File: src/hw/rstsys_pkg.sv
// Package: register map, field positions and reset values of the reset/system block
package rstsys_pkg;

  // ---------------------------------------------------------------
  // Register indices on the CPU register port
  // ---------------------------------------------------------------
  typedef logic [1:0] reg_index_t;
  localparam reg_index_t REG_RESET_CAUSE_STATUS = 2'h0;
  localparam reg_index_t REG_DEBUG_FORCE_RESET = 2'h1;
  localparam reg_index_t REG_SYSTEM_OPTIONS_ONE = 2'h2;

  // ---------------------------------------------------------------
  // Status field positions and values
  // ---------------------------------------------------------------
  localparam int BIT_POWER_ON_FLAG = 7;
  localparam int BIT_PIN_FLAG = 6;
  localparam int BIT_WATCHDOG_FLAG = 5;
  localparam int BIT_ILLEGAL_OPCODE_FLAG = 4;
  localparam int BIT_CLOCK_GENERATOR_FLAG = 2;
  localparam int BIT_LOW_VOLTAGE_FLAG = 1;
  localparam logic [7:0] STATUS_POWER_ON_VALUE = 8'h82;
  localparam logic [7:0] STATUS_ZERO = 8'h00;

  // ---------------------------------------------------------------
  // Options field positions and values
  // ---------------------------------------------------------------
  localparam int BIT_WATCHDOG_ENABLE = 7;
  localparam int BIT_STOP_ALLOW = 5;
  localparam int BIT_FORCE_RESET = 0;
  localparam int BIT_RESET_PIN_ENABLE = 0;
  localparam logic [7:0] OPTIONS_RESET_VALUE = 8'hC2;
  localparam logic [7:0] OPTIONS_IMPL_MASK = 8'hF3;

  // ---------------------------------------------------------------
  // Reset stretch length
  // ---------------------------------------------------------------
  localparam int RESET_HOLD_CYCLES = 16;

  // Sequencer states
  typedef enum logic [1:0] {
    ST_RUN = 2'b01,
    ST_HOLD = 2'b10
  } seq_state_e;

  // Reset requests seen in one cycle
  typedef struct packed {
    logic pin;
    logic watchdog;
    logic illegal_opcode;
    logic clock_generator;
    logic low_voltage;
    logic force_reset;
  } reset_src_s;

endpackage

File: src/hw/reset_status_and_system_options.sv
// Reset cause bookkeeping, debug force reset and write-once system options
`timescale 1ns/1ps
`default_nettype none

module reset_status_and_system_options
  import rstsys_pkg::*;
#(
  parameter int HOLD_CYCLES = RESET_HOLD_CYCLES
) (
  // Clock and power-on reset
  input wire logic clk_i,
  input wire logic reset_n_i,
  // CPU register port
  input wire reg_index_t cpu_addr_i,
  input wire logic cpu_wr_i,
  input wire logic [7:0] cpu_wdata_i,
  input wire logic cpu_bdm_i,
  output logic [7:0] cpu_rdata_o,
  // Asynchronous pins
  input wire logic ext_reset_pin_n_i,
  input wire logic low_voltage_i,
  // Low-voltage controls
  input wire logic low_voltage_detect_enable_i,
  input wire logic low_voltage_reset_enable_i,
  input wire logic low_voltage_stop_enable_i,
  input wire logic in_stop_i,
  // Reset requests from the core and clock module
  input wire logic watchdog_timeout_i,
  input wire logic clock_generator_req_i,
  input wire logic illegal_opcode_i,
  input wire logic stop_instr_i,
  input wire logic bgnd_instr_i,
  input wire logic background_mode_allow_i,
  // Results
  output logic sys_reset_o,
  output logic watchdog_restart_o,
  output logic stop_granted_o,
  output logic [7:0] system_options_o
);

  localparam logic [7:0] HOLD_LOAD = 8'(HOLD_CYCLES - 1);

  // ---------------------------------------------------------------
  // Declarations
  // ---------------------------------------------------------------
  logic pin_meta_ff;
  logic pin_sync_ff;
  logic lv_meta_ff;
  logic lv_sync_ff;
  seq_state_e state_ff;
  seq_state_e nxt_state;
  logic [7:0] cnt_ff;
  logic [7:0] nxt_cnt;
  logic [7:0] reset_cause_status_ff;
  logic [7:0] nxt_status;
  logic [7:0] system_options_one_ff;
  logic [7:0] nxt_options;
  logic written_ff;
  logic force_reset_bit_ff;
  logic watchdog_restart_ff;
  logic [7:0] rdata_ff;
  reset_src_s src;
  logic any_src;
  logic in_run;
  logic bus_wr;
  logic wr_status;
  logic wr_force;
  logic wr_options;
  logic watchdog_enable;
  logic stop_allow;
  logic reset_pin_enable;
  logic lv_detect_on;
  logic [7:0] read_mux;

  // ---------------------------------------------------------------
  // Pin synchronisers
  // ---------------------------------------------------------------
  // Idle levels at reset: no false request right after release
  always_ff @(posedge clk_i) begin
    if (!reset_n_i) begin
      pin_meta_ff <= 1'b1;
      pin_sync_ff <= 1'b1;
      lv_meta_ff <= 1'b0;
      lv_sync_ff <= 1'b0;
    end else begin
      pin_meta_ff <= ext_reset_pin_n_i;
      pin_sync_ff <= pin_meta_ff;
      lv_meta_ff <= low_voltage_i;
      lv_sync_ff <= lv_meta_ff;
    end
  end

  // ---------------------------------------------------------------
  // Reset source qualification
  // ---------------------------------------------------------------
  // Pin counts only while the reset pin function is enabled
  assign watchdog_enable = system_options_one_ff[BIT_WATCHDOG_ENABLE];
  assign stop_allow = system_options_one_ff[BIT_STOP_ALLOW];
  assign reset_pin_enable = system_options_one_ff[BIT_RESET_PIN_ENABLE];
  assign lv_detect_on = low_voltage_detect_enable_i
                        & (~in_stop_i | low_voltage_stop_enable_i);
  assign src.pin = ~pin_sync_ff & reset_pin_enable;
  assign src.watchdog = watchdog_timeout_i & watchdog_enable;
  assign src.illegal_opcode = illegal_opcode_i
                              | (stop_instr_i & ~stop_allow)
                              | (bgnd_instr_i & ~background_mode_allow_i);
  assign src.clock_generator = clock_generator_req_i;
  assign src.low_voltage = lv_sync_ff & lv_detect_on & low_voltage_reset_enable_i;
  assign src.force_reset = force_reset_bit_ff;
  assign any_src = |src;
  assign stop_granted_o = stop_instr_i & stop_allow;

  // ---------------------------------------------------------------
  // Cause capture: active sources set, inactive cleared
  // ---------------------------------------------------------------
  // Power-on flag survives only a low-voltage reset
  always_comb begin
    nxt_status = STATUS_ZERO;
    nxt_status[BIT_POWER_ON_FLAG] = src.low_voltage
                                    & reset_cause_status_ff[BIT_POWER_ON_FLAG];
    nxt_status[BIT_PIN_FLAG] = src.pin;
    nxt_status[BIT_WATCHDOG_FLAG] = src.watchdog;
    nxt_status[BIT_ILLEGAL_OPCODE_FLAG] = src.illegal_opcode;
    nxt_status[BIT_CLOCK_GENERATOR_FLAG] = src.clock_generator;
    nxt_status[BIT_LOW_VOLTAGE_FLAG] = src.low_voltage;
  end

  // ---------------------------------------------------------------
  // Reset sequencer
  // ---------------------------------------------------------------
  assign in_run = (state_ff == ST_RUN);

  // Any source during the stretch restarts the count
  always_comb begin
    nxt_state = state_ff;
    nxt_cnt = cnt_ff;
    case (state_ff)
      ST_RUN: begin
        if (any_src) begin
          nxt_state = ST_HOLD;
          nxt_cnt = HOLD_LOAD;
        end
      end
      ST_HOLD: begin
        if (any_src) begin
          nxt_cnt = HOLD_LOAD;
        end else if (cnt_ff == 8'h00) begin
          nxt_state = ST_RUN;
        end else begin
          nxt_cnt = cnt_ff - 8'h01;
        end
      end
      default: begin
        nxt_state = ST_HOLD;
        nxt_cnt = HOLD_LOAD;
      end
    endcase
  end

  // State, counter and cause flags
  always_ff @(posedge clk_i) begin
    if (!reset_n_i) begin
      state_ff <= ST_HOLD;
      cnt_ff <= HOLD_LOAD;
      reset_cause_status_ff <= STATUS_POWER_ON_VALUE;
    end else begin
      state_ff <= nxt_state;
      cnt_ff <= nxt_cnt;
      if (in_run && any_src) begin
        reset_cause_status_ff <= nxt_status;
      end
    end
  end

  assign sys_reset_o = ~in_run;

  // ---------------------------------------------------------------
  // Register writes, ignored while the system is in reset
  // ---------------------------------------------------------------
  // Lock reopens only after a reset, so the first write in run wins
  assign bus_wr = cpu_wr_i & in_run;
  assign wr_status = bus_wr & (cpu_addr_i == REG_RESET_CAUSE_STATUS);
  assign wr_force = bus_wr & (cpu_addr_i == REG_DEBUG_FORCE_RESET) & cpu_bdm_i;
  assign wr_options = bus_wr & (cpu_addr_i == REG_SYSTEM_OPTIONS_ONE) & ~written_ff;

  // Write-once options; reset pin enable only cleared by power-on
  always_comb begin
    nxt_options = system_options_one_ff;
    if (!in_run) begin
      nxt_options = OPTIONS_RESET_VALUE;
      nxt_options[BIT_RESET_PIN_ENABLE] = reset_pin_enable;
    end else if (wr_options) begin
      nxt_options = cpu_wdata_i & OPTIONS_IMPL_MASK;
      nxt_options[BIT_RESET_PIN_ENABLE] = reset_pin_enable
                                          | cpu_wdata_i[BIT_RESET_PIN_ENABLE];
    end
  end

  // Options, lock, force pulse and watchdog restart
  always_ff @(posedge clk_i) begin
    if (!reset_n_i) begin
      system_options_one_ff <= OPTIONS_RESET_VALUE & 8'hFE;
      written_ff <= 1'b0;
      force_reset_bit_ff <= 1'b0;
      watchdog_restart_ff <= 1'b0;
    end else begin
      system_options_one_ff <= nxt_options;
      written_ff <= in_run & (written_ff | wr_options);
      force_reset_bit_ff <= wr_force & cpu_wdata_i[BIT_FORCE_RESET];
      watchdog_restart_ff <= wr_status;
    end
  end

  assign watchdog_restart_o = watchdog_restart_ff;
  assign system_options_o = system_options_one_ff;

  // ---------------------------------------------------------------
  // Read path, registered
  // ---------------------------------------------------------------
  // Force register and unmapped index read as zero
  assign read_mux = (cpu_addr_i == REG_RESET_CAUSE_STATUS) ? reset_cause_status_ff :
                    (cpu_addr_i == REG_SYSTEM_OPTIONS_ONE) ?
                    (system_options_one_ff & OPTIONS_IMPL_MASK) :
                    STATUS_ZERO;

  always_ff @(posedge clk_i) begin
    if (!reset_n_i) begin
      rdata_ff <= STATUS_ZERO;
    end else begin
      rdata_ff <= read_mux;
    end
  end

  assign cpu_rdata_o = rdata_ff;
endmodule

`default_nettype wire

File: config.mk
export PLATFORM = sky130hd
export DESIGN_NAME = reset_status_and_system_options
export DESIGN_NICKNAME = d
export VERILOG_FILES = /design/src/hw/rstsys_pkg.sv /design/src/hw/reset_status_and_system_options.sv
export SDC_FILE = /design/constraint.sdc
export NUM_CORES = 1
export LEC_CHECK = 0
export BUFFER_PORTS_ARGS = -buffer_cell sky130_fd_sc_hd__buf_2
export CORE_ASPECT_RATIO = 0.9
export CORE_MARGIN = 2
export CORE_UTILIZATION = 50
export CTS_CLUSTER_DIAMETER = 80
export CTS_CLUSTER_SIZE = 25
export DETAILED_ROUTE_END_ITERATION = 12
export PLACE_DENSITY = 0.78
export SLEW_MARGIN = 25
export SYNTH_ARGS = -nofsm -noshare
export SYNTH_HDL_FRONTEND = slang
export SYNTH_SLANG_ARGS = --single-unit
File: constraint.sdc
create_clock -name clk_i -period 1.9 [get_ports clk_i]
set_clock_uncertainty 0.15 [all_clocks]
set_input_delay 0.475 -clock clk_i [delete_from_list [all_inputs] [get_ports clk_i]]
set_output_delay 0.475 -clock clk_i [all_outputs]
set_load 0.1 [all_outputs]
# Word level (Yosys, flattened, before mapping)
# Index checks and enable logic that the tools add are counted.
# word_totals
wordCells,74
input_bits,26
regBits,37
# classes
reduce_logical,10
n_addsub,1
n_eq_ne,8
mux,10
bitwise,30
# ops
operator,n
$mux 8,5
$and 1x1->1,17
$pmux 8 s2,1
$logic_not 8->1,1
$not 1->1,8
$sub 8x1->8 const B,1
$mux 2,3
$ne 2x2->1 const B,3
$reduce_and 2->1,3
$reduce_or 6->1,1
$or 1x1->1,5
$eq 2x1->1 const B,2
$eq 2x2->1 const B,2
$pmux 2 s2,1
$ne 3x3->1 const B,1
$reduce_and 3->1,1
$reduce_or 3->1,1
$logic_not 2->1,1
$reduce_or 2->1,1
$logic_and 1x1->1,1

# Longest topological paths before layout
# Gate-level depths: netlist of run 1.
# logic_depth
word_depth,8
ltp_mapped,8

# Worst setup path before layout of run 1
# No wires, ideal clock.
# synth_timing
path_type,reg2reg
startpoint,reg system_options_one_ff[0] (netlist: system_options_o[0])
endpoint,reg cnt_ff[6]
path_stages_with_launch,8
t_arrival_ns,2.060
setup_time_ns,0.117
synth_period_minus_slack_ns,2.327
slack_ns,-0.427
required_ns,1.633
path_buffers,0
cell_sequence,dfxtp_1 > nor2b_4 > nor4_4 > and2_2 > and3_4 > inv_4 > o21ai_0 > a22o_1
# synth_between
elab_chain_cells,4
word_cells_on_any_way,7
cone_classes,2 x eq/ne; 2 x mux; 1 x bitwise; 2 x reduce/logical
# synth_rtl
element,line_no,rtl
from (decl),reset_status_and_system_options.sv:56,logic [7:0] system_options_one_ff;
from (signal assigned),reset_status_and_system_options.sv:202,system_options_one_ff <= OPTIONS_RESET_VALUE & 8'hFE;
from (signal assigned),reset_status_and_system_options.sv:207,system_options_one_ff <= nxt_options;
$and 1x1->1 *,reset_status_and_system_options.sv:102,assign src.pin = ~pin_sync_ff & reset_pin_enable;
$reduce_or 6->1 *,reset_status_and_system_options.sv:110,assign any_src = |src;
"$mux 8, or another cell as far along",reset_status_and_system_options.sv:145,if (any_src) begin
$pmux 8 s2 or $reduce_and 2->1 (tied branches),n/a,
to (signal assigned),reset_status_and_system_options.sv:168,cnt_ff <= nxt_cnt;
to (decl),reset_status_and_system_options.sv:52,logic [7:0] cnt_ff;
# Every way passes the cells marked *; elsewhere a longest branch is shown, timed or not.
# A chain may end at the register's enable or synchronous reset.

# Final worst setup path of run 1
# layout_timing
startpoint,reg state_ff[0]
endpoint,out sys_reset_o
# layout_between
elab_chain_cells,2
# layout_rtl
element,line_no,rtl
from (decl),reset_status_and_system_options.sv:50,seq_state_e state_ff;
from (signal assigned),reset_status_and_system_options.sv:167,state_ff <= nxt_state;
$eq 2x1->1,reset_status_and_system_options.sv:131,assign in_run = (state_ff == ST_RUN);
$not 1->1,reset_status_and_system_options.sv:175,assign sys_reset_o = ~in_run;
to (decl),reset_status_and_system_options.sv:35,"output logic sys_reset_o,"
# Every way passes these cells.

==> out/results.ini, run 1 <==
[sta]
setup_viol=0
fin_crit_ps=1838
period_share_pct=96.74
hold_violations=0
fin_hold_ws_ps=172.3
slew_viol_final=0
rsz0062_at_grt=no
slew_headroom_pct=65.80
worst_pin_slew_ps=510.6
fmax_mhz=544.1
setup_tns_ps=0

[clock_network]
cts-hold-fix-buffers=0
clock_latency_ps=350
numCtsBuffers=5
cts-root-buf=clkbuf_4
htreeDepth=2
clkTransAtPathRegs_ps=90
cts_max_path_buffers=2
cts_tree=built
cts_sinks=36

[power]
p_total_mw=1.488
power_density_nw_per_um2=762.4
p_leak_nw=0.8335
ir_drop_mv=0.4669

[placement]
gp_congestion=0.9032
port_buffers=39
dp_hpwl_um=2456
dp.cells=244

[setup_path]
critPathMaxFanout=5
timing_worst_setup_path_type=reg2out
cp.arrival_ps=1210
end_kind=output pin
worstPathRequired_ps=1270
worstSetupStartpointType=flop

[detailed_routing]
wl_per_cell_um=12.62
firstDrtPassIters=5
avgViaCountPerCell=5.177
wl_um=3205
drt_iter0_markers=55
final_antenna_net_count=0
via_count=1315
drc=0

[finish]
fillerInstances=259
diodes=0
seqCellArea_um2=734.5
final_nets=239
area_growth_pct=27.04
drive_above_1_share_pct=36.79
multi_input_area_um2=755.7
fin_cells=254

[logic_synthesis]
synthArstFlopShare_pct=0
synth_area_leaders=dfxtp_1 47%, nand2_1 4.9%, mux2i_1 3.3%
synth.most_common_cell=dfxtp_1
yosysTopAreaCellShare_pct=46.91
ys.flop_type=dfxtp_1
synth_cells=162
synth.avg_cell_area_um2=9.484
ys_seq_area_share_pct=46.91
yosys.area.top_type=dfxtp_1
synth-edff-count=0
synth_warnings=0
ys_types=45
synthTopCellsByCount=36 x dfxtp_1, 20 x nand2_1, 10 x nor2_1
synth_area_um2=1536
yosys_register_bits=36

[floorplanning]
num_rows=19
core_um2=2995
die-area_um2=3533
die_w_um=62.43
chipHeight_um=56.59
io_pins=45
start_util_pct=51.29

[grt]
grt_usage_pct=19.86
grt_pass1_wl_um=5457
grt-ovfl-total=0
grt_max_degree=21
first_global_vias=1272
grt_util_met1_pct=21.73
grtUsageMet2_pct=35.48
grt.met3_usage_pct=6.012
top_usage_layer=met2
antenna_found_initial=0

[min_path]
min_path_type=in2reg

[job]
maxCapViolCount=0

[outcome]
status=complete, no violations

critical path: stages (launching register included):
cell     delay (ps)
dfxtp_1         320
nor2b_2         170
inv_2           100
buf_4           300
state kept, by name (all words and copies together) (netlist names), 2 cells and up:
register and count:
cnt_ff 8, system_options_o 6, state_ff 2, cpu_rdata_o 7
reset_cause_status_ff 6
layer usage:
layer  up-vias  wire (µm)  part of all wire [%]
li1        659          -                     -
met1       604       1328                    41
met2        43       1603                    50
met3         9        202                   6.3
met4         0         70                   2.2
met5         -          0                     0
power breakdown:
part | switching, mW | internal (mW) | total, mW
Sequential | 0.00228 | 0.757 | 0.759
Combinational | 0.0874 | 0.0424 | 0.130
Clock | 0.250 | 0.349 | 0.599
Total | 0.339 | 1.15 | 1.49
path summary, 6_finish.rpt:
check                           slack, ps                      to                      from  cells past startpoint
worst min-delay path                  170  pin_meta_ff$_SDFF_PN1_         ext_reset_pin_n_i                      2
worst max register to register         90  cnt_ff[6]$_SDFFE_PN0P_    cnt_ff[1]$_SDFFE_PN1P_                      8
worst min register to register        270  pin_sync_ff$_SDFF_PN1_    pin_meta_ff$_SDFF_PN1_                      1
worst max-delay path                   60             sys_reset_o  state_ff[0]$_SDFFE_PN0P_                      3
logic make-up (layout without fill, tap and decap cells):
family                   Yosys count  after routing  synth area share (%)
AND/OR/NAND/NOR                   74             74                 29.23
flip-flops                        36             36                 46.91
AO/OA/AOI/OAI                     28             28                 13.44
buffers and inverters             16             64                 5.293
multiplexers                       5              5                 3.257
adder cells (fa/ha/maj)            2              2                 1.628
other                              1              3                0.2441
timing repair:
action,CTS,global route
pin swaps,0,2
resized for setup,1,5
cloned,0,0
buffers inserted,0,2
endpoints found under the setup margin,1,8
through the flow:
step	setup slack (ps)	utilization, %	instance area (µm²)
detailed placement	-178.3	60.86	1823
finish	62.01	65.16	1952
CTS	15.39	64.12	1921
global placement	-135.5	60.86	1823
floorplan	83.53	-	1555
global route	1.269	65.16	1952
cells in the final DEF, fill, tap and decap left out, types with 3 or more instances in the layout:
master / instances
dfxtp_1: 31
mux2i_1: 5
conb_1: 3
buf_4: 10
nand4_1: 5
nor2_1: 10
clkbuf_4: 5
dfxtp_4: 3
and2_1: 3
nand2b_1: 5
nor3_1: 7
o21ai_0: 8
nand3_1: 3
nand2_1: 20
a21oi_1: 5
inv_1: 5
buf_2: 37
nor2b_1: 3
final cells by class:
| class | instances | share of cell area, % |
|---|---|---|
| Clock inverter | 1 | 1.538 |
| Clock buffer | 7 | 3.333 |
| Tap cell | 42 | 2.692 |
| Sequential cell | 36 | 37.63 |
| Inverter | 8 | 1.731 |
| Timing Repair Buffer | 48 | 14.36 |
| Multi-Input combinational cell | 112 | 38.72 |
(Power assumes the default switching activity.)
==> run 2, diff against run 1 <==
Settings changed: SETUP_SLACK_MARGIN set to 0.1.
==> out/results.ini, run 2 (synthesized netlist as in run 1, its figures left out) <==
[clock_network]
clkTransAtPathRegs_ps=110
clock_latency_ps=340
cts-root-buf=clkbuf_4
cts_tree=built
cts-hold-fix-buffers=0
numCtsBuffers=5
cts_sinks=36
htreeDepth=2
cts_max_path_buffers=2

[setup_path]
crit_path_top_delay_cell=dfxtp_2
cp.arrival_ps=1870
worstSetupStartpointType=flop
crit_buf_inv=2
end_kind=flop
critPathMaxStageDelay_ps=360
worstPathRequired_ps=1990
crit_chain=inv_2, ha_1, nor4b_2, a31o_2, buf_4, or2_4, o22a_1
critPathMaxFanout=4
cp_top_family=simple AND/OR/NAND/NOR gates
timing_worst_setup_path_type=reg2reg

[min_path]
min_path_type=in2reg

[floorplanning]
chipHeight_um=56.59
start_util_pct=51.29
die_w_um=62.43
core_um2=2995
die-area_um2=3533
num_rows=19
io_pins=45

[detailed_routing]
firstDrtPassIters=4
drc=0
final_antenna_net_count=0
drt_iter0_markers=75
via_count=1303
wl_um=3247
avgViaCountPerCell=5.110
wl_per_cell_um=12.73

[grt]
grt-ovfl-total=0
first_global_vias=1241
antenna_found_initial=0
grt_usage_pct=19.60
grt_pass1_wl_um=5388
grt_max_degree=21

[finish]
regMostFlops=cnt_ff
final_common_cell=buf_2
final_core_util_pct=66.17
diodes=0
final_nets=240
postLayoutCellArea_um2=1982
area_growth_pct=28.99
largest_reg_flops=8
drive_above_1_share_pct=38.50
final_cell_mix=33 x buf_2, 31 x dfxtp_1, 20 x nand2_1

[sta]
fmax_mhz=561.1
hold_violations=0
period_share_pct=93.80
setup_viol=0
slew_viol_final=0
fin_hold_ws_ps=175.1
rsz0062_at_grt=yes
fin_crit_ps=1782

[power]
power_density_nw_per_um2=750.2
ir_drop_mv=0.8157
p_leak_nw=0.8486

[outcome]
status=complete, no violations

[placement]
port_buffers=39
dp_hpwl_um=2354
gp_congestion=0.8687
placed_area_um2=1828

[job]
maxCapViolCount=0

-- run 2: cell type report --
type	instances	area, µm²
fillers	255	1013
flip-flops and latches	36	734.5
clock buffers	7	65.06
multi-input cells	112	760.7
well taps	42	52.55
repair buffers	49	305.3
inverters	8	33.78
clock inverters	1	30.03
-- run 2: metal layers --
| metal | global-route usage, % | vias to the layer above | wire, µm |
|---|---|---|---|
| met5 | 0 | - | 0 |
| met4 | 10.48 | 0 | 56 |
| met3 | 6.212 | 7 | 192 |
| met2 | 31.64 | 42 | 1611 |
| met1 | 23.38 | 600 | 1386 |
| li1 | - | 654 | - |
-- run 2: final timing paths --
path	startpoint	endpoint	slack, ps	cells after the start
worst max-delay path	cnt_ff[1]$_SDFFE_PN1P_	cnt_ff[3]$_SDFFE_PN1P_	120	7
worst max register to register	cnt_ff[1]$_SDFFE_PN1P_	cnt_ff[3]$_SDFFE_PN1P_	120	7
worst min register to register	pin_meta_ff$_SDFF_PN1_	pin_sync_ff$_SDFF_PN1_	270	1
worst min-delay path	cpu_addr_i[0]	watchdog_restart_o$_SDFF_PN0_	180	2
-- run 2: power by group --
| group | switching [mW] | leakage (nW) | internal (mW) | total (mW) |
|---|---|---|---|---|
| Sequential | 0.00243 | 0.292 | 0.757 | 0.760 |
| Clock | 0.246 | 0.0515 | 0.349 | 0.595 |
| Combinational | 0.0879 | 0.505 | 0.0441 | 0.132 |
| Total | 0.336 | 0.849 | 1.15 | 1.49 |
-- run 2: per-stage QoR --
stage               setup WS, ps  setup TNS, ps  cells  total power, mW
finish                     117.8              0    255            1.487
global placement          -39.25         -78.17    244           0.9052
CTS                        101.5              0    254            1.495
floorplan                  98.59              0    164           0.8682
detailed placement        -70.28         -135.5    244           0.9077
global route               44.20              0    255            1.541
-- run 2: repair_timing --
action / 4_1_cts / 5_1_grt
pin swaps: 1 / 2
endpoints found under the setup margin: 6 / 13
endpoints found under the hold margin: 0 / 0
setup buffers: 2 / 1
gates resized for setup: 5 / 13
cloned: 0 / 0
-- run 2: worst reg2reg max path: cells and delay by family (launching register included) --
family / cells / cell delay (ps)
AOI/OAI and AO/OA: 2 / 390
adders and majority gates: 1 / 170
buffers and inverters: 2 / 200
DFF: 1 / 360
and+or+nand+nor: 2 / 410
